File: src/core/acpt_pkg.sv
// Purpose: Shared constants for the microprocessor-port tag and RM cell classifier.
// Assumes: Header word holds GFC/VPI, VCI, PTI and CLP in the usual ATM bit order.
// Notes:   Register offsets are byte addresses on a 32-bit AXI4-Lite bus.
//
// Overview of operation
// - Tag at VPI, VCI or either user field.
// - Output select zero: tag all cells to CPU.
// - Output select one: tag only specially routed cells.
// - User field two, 8-bit UTOPIA: omit tag silently.
// - CPU cells look up by tag or CPU port.
// - Input select picks all or PTI-matching cells.
// - User-field tag: skip HEC on PTI-matching cells.
// - Other cells follow the HEC mode bit.
// - Invalid tag port: discard, flag, count error.
// - User field two on 8-bit: discard, flag, count.
// - Every RM cell goes to RM/nrtVBR queue.
// - Mode 10, VC entry: PTI 110, PID 1 is VC RM.
// - Mode 10, VP entry: VP RM only at VCI 6.
// - Mode 0x: VCI 6 VP RM, else VC RM.
// - Merge available in mode 0x only.
// - Modes 01/10: VP RM routed by VCI 06h flag.
// - Mode 00: no VP RM special routing.
// - VC RM cells special-routed by connection flag in every mode.
// - Idle, multicast and per-port output address queues.
// - Special route: predefined by flag, user VC by PTI.

package acpt_pkg;

    // Register byte offsets.
    localparam logic [7:0]  REG_CTRL       = 8'h00;
    localparam logic [7:0]  REG_ERR_FLAGS  = 8'h04;
    localparam logic [7:0]  REG_ERR_COUNT  = 8'h08;
    localparam logic [7:0]  REG_QSTAT      = 8'h0c;
    localparam logic [7:0]  REG_VP_VCI     = 8'h10;

    // Control register fields.
    localparam int          CTRL_TAGPOS    = 0;
    localparam int          CTRL_OUTSEL    = 3;
    localparam int          CTRL_INSEL     = 4;
    localparam int          CTRL_HECMODE   = 5;
    localparam int          CTRL_RMMODE    = 6;
    localparam int          CTRL_UTOPIA8   = 8;
    localparam int          CTRL_CPUPORT   = 9;
    localparam int          CTRL_TAGEN     = 14;
    localparam int          CTRL_PTIFLT    = 16;
    localparam logic [31:0] CTRL_MASK      = 32'h0007_7fff;
    localparam logic [31:0] CTRL_RESET     = 32'h0000_0020;
    localparam int          ERR_BADPORT    = 0;
    localparam logic [15:0] VP_VCI_RESET   = 16'h0020;

    // Tag positions.
    localparam logic [2:0]  POS_VPI_UNI    = 3'h0;
    localparam logic [2:0]  POS_VPI_NNI    = 3'h1;
    localparam logic [2:0]  POS_VCI        = 3'h2;
    localparam logic [2:0]  POS_USR1       = 3'h3;
    localparam logic [2:0]  POS_USR2       = 3'h4;

    // RM identification modes.
    localparam logic [1:0]  RM_MODE_00     = 2'h0;
    localparam logic [1:0]  RM_MODE_01     = 2'h1;

    // Cell constants.
    localparam logic [2:0]  PTI_RM         = 3'h6;
    localparam logic [15:0] VCI_VP_RM      = 16'h0006;
    localparam int          NUM_PORTS      = 30;
    localparam int          NUM_CELLS      = 16;
    localparam int          NUM_QUEUES     = 32;
    localparam logic [4:0]  Q_IDLE         = 5'h00;
    localparam logic [4:0]  Q_MCAST        = 5'h01;
    localparam logic [4:0]  Q_PORT0        = 5'h02;

    localparam logic [1:0]  RESP_OKAY      = 2'h0;
    localparam logic [1:0]  RESP_SLVERR    = 2'h2;

endpackage : acpt_pkg

File: src/core/acpt_cell_tag.sv
// Purpose: Port tag insertion and extraction, RM cell classification and
//          cell address queues, configured over AXI4-Lite.
// Assumes: Cell strobes are one-cycle pulses synchronous to sys_clk.
// Notes:   Results appear one cycle after each strobe.
//
// Added by the designer: the register addresses and register access over AXI4-Lite.
`timescale 1ns/1ns

module acpt_cell_tag
(
    // Clock and reset
    input  wire logic        sys_clk,
    input  wire logic        sys_rst,
    // AXI4-Lite slave
    input  wire logic        s_axi_awvalid,
    output logic             s_axi_awready,
    input  wire logic [31:0] s_axi_awaddr,
    input  wire logic        s_axi_wvalid,
    output logic             s_axi_wready,
    input  wire logic [31:0] s_axi_wdata,
    input  wire logic [3:0]  s_axi_wstrb,
    output logic             s_axi_bvalid,
    input  wire logic        s_axi_bready,
    output logic [1:0]       s_axi_bresp,
    input  wire logic        s_axi_arvalid,
    output logic             s_axi_arready,
    input  wire logic [31:0] s_axi_araddr,
    output logic             s_axi_rvalid,
    input  wire logic        s_axi_rready,
    output logic [31:0]      s_axi_rdata,
    output logic [1:0]       s_axi_rresp,
    // Ingress cell header and table results
    input  wire logic        inValid,
    input  wire logic [31:0] inHdr,
    input  wire logic [7:0]  inUsr1,
    input  wire logic [7:0]  inUsr2,
    input  wire logic [4:0]  inPort,
    input  wire logic        inPid,
    input  wire logic        inPredefined,
    input  wire logic        inSwitchMode,
    input  wire logic        inSpecConn,
    input  wire logic        inSpecVp,
    // Ingress classification results
    output logic             resValid,
    output logic [4:0]       resLookupPort,
    output logic [15:0]      resVpLookupVci,
    output logic             resUseVpEntry,
    output logic             resUseRmEntry,
    output logic             resRmVc,
    output logic             resRmVp,
    output logic             resClassRm,
    output logic             resSpecial,
    output logic             resMergeEn,
    output logic             resHecCheck,
    output logic             resDiscard,
    // Egress cells toward the microprocessor port
    input  wire logic        egValid,
    input  wire logic [31:0] egHdr,
    input  wire logic [7:0]  egUsr1,
    input  wire logic [7:0]  egUsr2,
    input  wire logic [4:0]  egSrcPort,
    input  wire logic        egSpecial,
    output logic             egOutValid,
    output logic [31:0]      egOutHdr,
    output logic [7:0]       egOutUsr1,
    output logic [7:0]       egOutUsr2,
    // Cell address queue commands
    input  wire logic        qCmdValid,
    input  wire logic        qCmdPop,
    input  wire logic [4:0]  qCmdQueue,
    input  wire logic [3:0]  qCmdAddr,
    output logic             qPopValid,
    output logic             qPopEmpty,
    output logic [3:0]       qPopAddr
);

    ////////////////////////////////////////////////////////////////////////////

    typedef struct packed {
        logic                                    awPend;
        logic [7:0]                              awAddr;
        logic                                    wPend;
        logic [31:0]                             wData;
        logic [3:0]                              wStrb;
        logic                                    bValid;
        logic [1:0]                              bResp;
        logic                                    rValid;
        logic [31:0]                             rData;
        logic [1:0]                              rResp;
        logic [31:0]                             ctrl;
        logic [15:0]                             vpVci;
        logic                                    iipFlag;
        logic [15:0]                             errCount;
        logic                                    resValid;
        logic [4:0]                              resLookupPort;
        logic                                    resUseVpEntry;
        logic                                    resUseRmEntry;
        logic                                    resRmVc;
        logic                                    resRmVp;
        logic                                    resSpecial;
        logic                                    resMergeEn;
        logic                                    resHecCheck;
        logic                                    resDiscard;
        logic                                    egValid;
        logic [31:0]                             egHdr;
        logic [7:0]                              egUsr1;
        logic [7:0]                              egUsr2;
        logic [acpt_pkg::NUM_QUEUES-1:0][3:0]    qHead;
        logic [acpt_pkg::NUM_QUEUES-1:0][3:0]    qTail;
        logic [acpt_pkg::NUM_QUEUES-1:0][4:0]    qCount;
        logic [acpt_pkg::NUM_CELLS-1:0][3:0]     qNext;
        logic                                    qPopValid;
        logic                                    qPopEmpty;
        logic [3:0]                              qPopAddr;
    } acpt_state_t;

    // The idle queue starts holding every buffer address as one chain.
    function automatic acpt_state_t acpt_init();
        acpt_state_t s;
        s = '0;
        s.ctrl = acpt_pkg::CTRL_RESET;
        s.vpVci = acpt_pkg::VP_VCI_RESET;
        for (int i = 0; i < acpt_pkg::NUM_CELLS; i++)
        begin
            s.qNext[i] = 4'(i + 1);
        end
        s.qTail[acpt_pkg::Q_IDLE] = 4'(acpt_pkg::NUM_CELLS - 1);
        s.qCount[acpt_pkg::Q_IDLE] = 5'(acpt_pkg::NUM_CELLS);
        return s;
    endfunction : acpt_init

    localparam acpt_state_t RESET_STATE = acpt_init();

    acpt_state_t st;
    acpt_state_t next_st;

    // Five-bit tag taken from the selected header position.
    function automatic logic [4:0] acpt_get_tag(input logic [2:0]  pos,
                                                input logic [31:0] hdr,
                                                input logic [7:0]  u1,
                                                input logic [7:0]  u2);
        logic [4:0] t;
        unique case (pos)
            acpt_pkg::POS_VPI_UNI: t = hdr[27:23];
            acpt_pkg::POS_VPI_NNI: t = hdr[31:27];
            acpt_pkg::POS_VCI:     t = hdr[19:15];
            acpt_pkg::POS_USR1:    t = u1[4:0];
            default:               t = u2[4:0];
        endcase
        return t;
    endfunction : acpt_get_tag

    ////////////////////////////////////////////////////////////////////////////

    logic [2:0]  cfgTagPos;
    logic        cfgOutSel;
    logic        cfgInSel;
    logic        cfgHecMode;
    logic [1:0]  cfgRmMode;
    logic        cfgUtopia8;
    logic [4:0]  cfgCpuPort;
    logic        cfgTagEn;
    logic [2:0]  cfgPtiFlt;
    logic        udfTag;
    logic        usr2Narrow;
    logic        fromCpu;
    logic        ptiMatch;
    logic        tagExtract;
    logic [4:0]  inTag;
    logic        badTag;
    logic        rmShape;
    logic        vci6;
    logic        modeZeroX;
    logic        rmVc;
    logic        rmVp;
    logic        egAppend;
    logic [4:0]  egTag;
    logic [31:0] wrMerged;
    logic        doWrite;
    logic        iipSet;

    always_comb
    begin
        cfgTagPos  = st.ctrl[acpt_pkg::CTRL_TAGPOS +: 3];
        cfgOutSel  = st.ctrl[acpt_pkg::CTRL_OUTSEL];
        cfgInSel   = st.ctrl[acpt_pkg::CTRL_INSEL];
        cfgHecMode = st.ctrl[acpt_pkg::CTRL_HECMODE];
        cfgRmMode  = st.ctrl[acpt_pkg::CTRL_RMMODE +: 2];
        cfgUtopia8 = st.ctrl[acpt_pkg::CTRL_UTOPIA8];
        cfgCpuPort = st.ctrl[acpt_pkg::CTRL_CPUPORT +: 5];
        cfgTagEn   = st.ctrl[acpt_pkg::CTRL_TAGEN];
        cfgPtiFlt  = st.ctrl[acpt_pkg::CTRL_PTIFLT +: 3];
        udfTag     = (cfgTagPos == acpt_pkg::POS_USR1) || (cfgTagPos == acpt_pkg::POS_USR2);
        usr2Narrow = (cfgTagPos == acpt_pkg::POS_USR2) && cfgUtopia8;

        // Ingress path.
        fromCpu    = (inPort == cfgCpuPort);
        ptiMatch   = (inHdr[3:1] == cfgPtiFlt);
        tagExtract = fromCpu && cfgTagEn && (!cfgInSel || ptiMatch);
        inTag      = acpt_get_tag(cfgTagPos, inHdr, inUsr1, inUsr2);
        badTag     = tagExtract && (usr2Narrow
                     || (inTag >= 5'(acpt_pkg::NUM_PORTS)));
        rmShape    = (inHdr[3:1] == acpt_pkg::PTI_RM) && inPid;
        vci6       = (inHdr[19:4] == acpt_pkg::VCI_VP_RM);
        modeZeroX  = !cfgRmMode[1];
        if (modeZeroX)
        begin
            rmVp = rmShape && vci6;
            rmVc = rmShape && !vci6;
        end
        else
        begin
            rmVc = rmShape && !inSwitchMode;
            rmVp = rmShape && inSwitchMode && vci6;
        end

        // Egress path: tag only where the selected position exists.
        egAppend = cfgTagEn && (!cfgOutSel || egSpecial) && !usr2Narrow;
        egTag    = egSrcPort;

        // Register writes with byte lanes.
        for (int b = 0; b < 4; b++)
        begin
            wrMerged[b*8 +: 8] = st.wStrb[b] ? st.wData[b*8 +: 8] : 8'h00;
        end
        doWrite = st.awPend && st.wPend && !st.bValid;
        iipSet  = inValid && badTag;

        next_st = st;
        next_st.resValid  = inValid;
        next_st.egValid   = egValid;
        next_st.qPopValid = 1'b0;
        next_st.qPopEmpty = 1'b0;

        // AXI4-Lite write channel.
        if (s_axi_awvalid && s_axi_awready)
        begin
            next_st.awPend = 1'b1;
            next_st.awAddr = s_axi_awaddr[7:0];
        end
        if (s_axi_wvalid && s_axi_wready)
        begin
            next_st.wPend = 1'b1;
            next_st.wData = s_axi_wdata;
            next_st.wStrb = s_axi_wstrb;
        end
        if (st.bValid && s_axi_bready)
        begin
            next_st.bValid = 1'b0;
        end
        if (doWrite)
        begin
            next_st.awPend = 1'b0;
            next_st.wPend  = 1'b0;
            next_st.bValid = 1'b1;
            next_st.bResp  = acpt_pkg::RESP_OKAY;
            unique case (st.awAddr)
                acpt_pkg::REG_CTRL:
                begin
                    for (int b = 0; b < 4; b++)
                    begin
                        if (st.wStrb[b])
                        begin
                            next_st.ctrl[b*8 +: 8] = st.wData[b*8 +: 8]
                                                     & acpt_pkg::CTRL_MASK[b*8 +: 8];
                        end
                    end
                end
                acpt_pkg::REG_ERR_FLAGS:
                begin
                    if (wrMerged[acpt_pkg::ERR_BADPORT])
                    begin
                        next_st.iipFlag = 1'b0;
                    end
                end
                acpt_pkg::REG_VP_VCI:
                begin
                    if (st.wStrb[0])
                    begin
                        next_st.vpVci[7:0] = st.wData[7:0];
                    end
                    if (st.wStrb[1])
                    begin
                        next_st.vpVci[15:8] = st.wData[15:8];
                    end
                end
                acpt_pkg::REG_ERR_COUNT, acpt_pkg::REG_QSTAT: ;
                default: next_st.bResp = acpt_pkg::RESP_SLVERR;
            endcase
        end

        // AXI4-Lite read channel.
        if (st.rValid && s_axi_rready)
        begin
            next_st.rValid = 1'b0;
        end
        if (s_axi_arvalid && s_axi_arready)
        begin
            next_st.rValid = 1'b1;
            next_st.rResp  = acpt_pkg::RESP_OKAY;
            unique case (s_axi_araddr[7:0])
                acpt_pkg::REG_CTRL:      next_st.rData = st.ctrl;
                acpt_pkg::REG_ERR_FLAGS: next_st.rData = {31'h0, st.iipFlag};
                acpt_pkg::REG_ERR_COUNT: next_st.rData = {16'h0, st.errCount};
                acpt_pkg::REG_QSTAT:     next_st.rData = {11'h0, st.qCount[acpt_pkg::Q_MCAST],
                                                         11'h0, st.qCount[acpt_pkg::Q_IDLE]};
                acpt_pkg::REG_VP_VCI:    next_st.rData = {16'h0, st.vpVci};
                default:
                begin
                    next_st.rData = 32'h0;
                    next_st.rResp = acpt_pkg::RESP_SLVERR;
                end
            endcase
        end

        // A new error outranks a software clear in the same cycle.
        if (iipSet)
        begin
            next_st.iipFlag = 1'b1;
            if (st.errCount != 16'hffff)
            begin
                next_st.errCount = st.errCount + 16'h0001;
            end
        end

        // Ingress classification, one cycle after the strobe.
        if (inValid)
        begin
            next_st.resLookupPort = tagExtract ? inTag : cfgCpuPort;
            next_st.resDiscard    = badTag;
            next_st.resRmVc       = rmVc;
            next_st.resRmVp       = rmVp;
            // Mode 00 reads the VP entry only; mode 01 never needs it.
            next_st.resUseVpEntry = (cfgRmMode != acpt_pkg::RM_MODE_01);
            next_st.resUseRmEntry = rmVp && (cfgRmMode != acpt_pkg::RM_MODE_00);
            next_st.resMergeEn    = modeZeroX && (rmVc || rmVp);
            next_st.resHecCheck   = cfgHecMode
                                    && !(fromCpu && udfTag && ptiMatch);
            // Cells that arrive from the CPU port are never routed back to it.
            if (fromCpu)
            begin
                next_st.resSpecial = 1'b0;
            end
            else if (rmVc)
            begin
                next_st.resSpecial = inSpecConn;
            end
            else if (rmVp)
            begin
                next_st.resSpecial = (cfgRmMode != acpt_pkg::RM_MODE_00)
                                     && inSpecVp;
            end
            else if (inPredefined)
            begin
                next_st.resSpecial = inSpecConn;
            end
            else
            begin
                next_st.resSpecial = !inSwitchMode && ptiMatch;
            end
        end

        // Egress tag insertion.
        if (egValid)
        begin
            next_st.egHdr  = egHdr;
            next_st.egUsr1 = egUsr1;
            next_st.egUsr2 = egUsr2;
            if (egAppend)
            begin
                unique case (cfgTagPos)
                    acpt_pkg::POS_VPI_UNI: next_st.egHdr[27:23] = egTag;
                    acpt_pkg::POS_VPI_NNI: next_st.egHdr[31:27] = egTag;
                    acpt_pkg::POS_VCI:     next_st.egHdr[19:15] = egTag;
                    acpt_pkg::POS_USR1:    next_st.egUsr1[4:0]  = egTag;
                    default:               next_st.egUsr2[4:0]  = egTag;
                endcase
            end
        end

        // Linked address queues share one next-pointer array; one command a cycle.
        if (qCmdValid && qCmdPop)
        begin
            next_st.qPopValid = 1'b1;
            next_st.qPopAddr  = st.qHead[qCmdQueue];
            if (st.qCount[qCmdQueue] == 5'h00)
            begin
                next_st.qPopEmpty = 1'b1;
            end
            else
            begin
                next_st.qHead[qCmdQueue]  = st.qNext[st.qHead[qCmdQueue]];
                next_st.qCount[qCmdQueue] = st.qCount[qCmdQueue] - 5'h01;
            end
        end
        else if (qCmdValid && (st.qCount[qCmdQueue] != 5'(acpt_pkg::NUM_CELLS)))
        begin
            if (st.qCount[qCmdQueue] == 5'h00)
            begin
                next_st.qHead[qCmdQueue] = qCmdAddr;
            end
            else
            begin
                next_st.qNext[st.qTail[qCmdQueue]] = qCmdAddr;
            end
            next_st.qTail[qCmdQueue]  = qCmdAddr;
            next_st.qCount[qCmdQueue] = st.qCount[qCmdQueue] + 5'h01;
        end
    end

    always_ff @(posedge sys_clk or posedge sys_rst)
    begin
        if (sys_rst)
        begin
            st <= RESET_STATE;
        end
        else
        begin
            st <= next_st;
        end
    end

    ////////////////////////////////////////////////////////////////////////////

    assign s_axi_awready  = !st.awPend && !st.bValid;
    assign s_axi_wready   = !st.wPend && !st.bValid;
    assign s_axi_bvalid   = st.bValid;
    assign s_axi_bresp    = st.bResp;
    assign s_axi_arready  = !st.rValid;
    assign s_axi_rvalid   = st.rValid;
    assign s_axi_rdata    = st.rData;
    assign s_axi_rresp    = st.rResp;
    assign resValid       = st.resValid;
    assign resLookupPort  = st.resLookupPort;
    assign resVpLookupVci = st.vpVci;
    assign resUseVpEntry  = st.resUseVpEntry;
    assign resUseRmEntry  = st.resUseRmEntry;
    assign resRmVc        = st.resRmVc;
    assign resRmVp        = st.resRmVp;
    assign resClassRm     = st.resRmVc || st.resRmVp;
    assign resSpecial     = st.resSpecial;
    assign resMergeEn     = st.resMergeEn;
    assign resHecCheck    = st.resHecCheck;
    assign resDiscard     = st.resDiscard;
    assign egOutValid     = st.egValid;
    assign egOutHdr       = st.egHdr;
    assign egOutUsr1      = st.egUsr1;
    assign egOutUsr2      = st.egUsr2;
    assign qPopValid      = st.qPopValid;
    assign qPopEmpty      = st.qPopEmpty;
    assign qPopAddr       = st.qPopAddr;

endmodule : acpt_cell_tag

File: config.mk
export PLATFORM = sky130hd
export DESIGN_NAME = acpt_cell_tag
export DESIGN_NICKNAME = d
export VERILOG_FILES = /design/src/core/acpt_pkg.sv /design/src/core/acpt_cell_tag.sv
export SDC_FILE = /design/constraint.sdc
export NUM_CORES = 2
export LEC_CHECK = 0
export BUFFER_PORTS_ARGS = -buffer_cell sky130_fd_sc_hd__buf_2
export CELL_PAD_IN_SITES_DETAIL_PLACEMENT = 1
export CELL_PAD_IN_SITES_GLOBAL_PLACEMENT = 1
export CORE_MARGIN = 4
export CORE_UTILIZATION = 25
export CTS_BUF_LIST = sky130_fd_sc_hd__clkbuf_4 sky130_fd_sc_hd__clkbuf_8
export CTS_CLUSTER_SIZE = 30
export DETAILED_ROUTE_END_ITERATION = 16
export PLACE_DENSITY = 0.52
export RECOVER_POWER = 25
export SLEW_MARGIN = 5
export SYNTH_ARGS = -nofsm -noshare
export SYNTH_HDL_FRONTEND = slang
export SYNTH_SLANG_ARGS = --single-unit
File: constraint.sdc
create_clock -name sys_clk -period 23.8 [get_ports sys_clk]
set_input_delay 1.19 -clock sys_clk [delete_from_list [all_inputs] [get_ports sys_clk]]
set_output_delay 1.19 -clock sys_clk [all_outputs]
set_load 0.005 [all_outputs]
==> qor.csv <==
metric,value,unit
hold depth,2,
PortBufs,273,
Final GP Congestion,0.766,
Tightest Hold Check Type,reg2reg,
Setup CP Type,in2async,
final instance area,36500,sq um
"Clk Latency, worst-skew pair",780,ps
Setup crit start kind,input port,
clock-pin transition on the worst setup and hold timing paths,50,ps
CTS buffer count,114,
Die W,365,microns
fmax,143,MHz
Max Slew Vio Count,448,
dominant cell type by area after synthesis,dfrtp_1,
# resized after CTS,0,
WP data arrival,7710,ps
Required @ worst endpoint,24500,ps
R2R setup slack,19530,ps
top cell type's share of synthesized area,48.6,%
Boundary Pins,359,
most frequent cells after synthesis,"dfrtp_1, mux2_2, mux2i_1",
top-count cell post-synth,dfrtp_1,
Register Area,16500,sq um
max_cap viols,7,
largest cells by area after synthesis,"dfrtp_1, mux2_2, mux2i_1",
Rows,130,
total grt overflow,0,
Max clock buf depth,3,
Post-synth EDFFs,0,
routed len/inst,23.0,microns
Setup TNS,0,ps
DRT iter0 DRCs,1074,
Post-CTS Setup Bufs,0,
CP max FO,181,
status,"finished, violations left",
YS warnings,0,
Mapped Avg Cell Area,12.5,sq um
Max transition margin,-220,%
Most used DFF post-synth,dfrtp_1,
HPWL Detailed,72400,microns
Worst Skew,36.6,ps
Worst R2R End,st[84],
area of placed instances,33900,sq um
RSZ-0062 raised after global routing,no,
Worst Hold End,s_axi_rdata[19],
Netlist cell types,87,
"Async S/R FF share, synth",100,%
Tcrit/Tclk final,29.5,%
Yosys reg bits,657,
Power Dens Cells,96.3,nW/um^2
DRT antenna net count,0,
initial antenna violation count,10,
first-pass GRT wire length,155000,microns
DRC viols,0,
Post-Route WL,103000,microns
CTS tree,built,
cell count after synthesis,2541,
R2R depth,11,
H-tree depth,3,
hold_sp,s_axi_rdata[19],
vias in the first global route,23000,
via count,21500,
Worst-Margin Slew,4780,ps
CP Capture Type,asynchronous set/reset pin,
# nets final,2952,
worst r2r src,st[71],
Worst VDD drop,0.0426,mV
number of fill cells in the layout,13900,
Die Span Y,365,microns
Initial Util,25.3,%
sequential cell area fraction in the yosys report,51.9,%
root buffer cell,clkbuf_8,
failing checks,"capacitance limit, slew limit",
# setup viols final,0,
die footprint,133000,sq um
Leakage,0.0163,uW
Via-to-Cell Ratio,4.81,
multi-input logic area,13600,sq um
Final Critical Period,7010,ps
First-pass DRT Iterations,5,
post-synthesis cell area,31800,sq um
core area,126000,sq um
Area growth syn-to-layout,14.7,%
Hold Buf Count CTS,0,
layout cell share with drive strength beyond 1,32.3,%
CTS sink count,657,
GRT Util Overall,15.4,%
final hold viol count,0,
largest net degree at the start of global routing,182,
post-layout util,29.0,%
==> layout by cell type, fill, tap and decap left out, types with 36 or more instances in the layout <==
cell / netlist / layout
dfrtp_1: 618 / 618
buf_2: 29 / 267
mux2_2: 245 / 245
mux2i_1: 181 / 181
nor2_1: 164 / 164
mux2_1: 148 / 148
clkbuf_8: 0 / 143
o22a_1: 128 / 128
nand2_1: 123 / 123
o21ai_0: 110 / 109
o22ai_1: 75 / 74
clkbuf_4: 0 / 47
dfstp_2: 39 / 39
buf_4: 125 / 39
mux4_2: 38 / 38
a2bb2oi_1: 36 / 36
==> power by group <==
part	total [uW]	internal (uW)	switching, uW
Combinational	795	355	440
Clock	1140	646	495
Sequential	1570	1410	164
==> how the worst max path moves through the flow <==
stage	startpoint	to	slack [ps]	cells past startpoint
after floorplan	sys_rst	cfgCpuPort[0]	4260	1
after global placement	qCmdQueue[1]	st[114]	16550	14
after detailed placement	qCmdQueue[1]	st[84]	16580	14
after CTS	qCmdQueue[1]	st[144]	17470	14
after global routing	sys_rst	qPopEmpty	15550	4
final	sys_rst	st[238]	16790	4
==> cells by family after synthesis <==
kind of cell	count (synthesis)	synth area share [%]
buffers and inverters	295	5.70
XOR/XNOR	28	0.771
adder cells (fa/ha/maj)	4	0.157
other	1	0.0118
multiplexers	614	22.4
flip-flops	657	51.9
AND/OR/NAND/NOR	466	7.84
AO/OA/AOI/OAI	476	11.3
==> stage by stage <==
| stage | total power, uW | setup slack, ps | std cells | hold WS, ps |
|---|---|---|---|---|
| 6_report | 3510 | 16790 | 4470 | 477 |
| 5_1_grt | 3720 | 15550 | 4467 | 498 |
| 4_1_cts | 3570 | 17470 | 4461 | 481 |
| 3_5_place_dp | 2400 | 16580 | 4250 | 465 |
| 3_3_place_gp | 2380 | 16550 | 4250 | 452 |
| 2_1_floorplan | 2140 | 4260 | 2553 | 440 |
==> cell type report <==
cell class / count / area share, %
sequential: 657 / 45.2
multi-input combinational: 1601 / 37.2
clock buffer: 190 / 6.37
tap: 1650 / 5.66
timing repair buffer: 318 / 4.67
clock inverter: 21 / 0.549
inverter: 24 / 0.251
antenna: 9 / 0.0618
==> sequential cells by signal, summed over array words and instances, names as in the netlist, 2 cells and up <==
signal / cells
st: 529
resVpLookupVci: 16
cfgCpuPort: 5
resLookupPort: 5
s_axi_rdata: 21
egOutUsr1: 8
qPopAddr: 4
egOutUsr2: 8
cfgTagPos: 3
cfgRmMode: 2
egOutHdr: 32
cfgPtiFlt: 3
==> per-layer routing <==
layer	share of wire [%]	vias up	GRT usage, %
met3	3.1	125	2.20
met4	2.0	0	4.47
met1	46	11400	20.8
li1	-	9653	-
met2	48	316	25.5
met5	0	-	0
==> worst max-delay path, stage by stage <==
cell and delay [ps]:
buf_2 100, clkinvlp_2 2630, clkbuf_1 2730, buf_12 610
No activity file was read; power rests on OpenSTA's default activity.
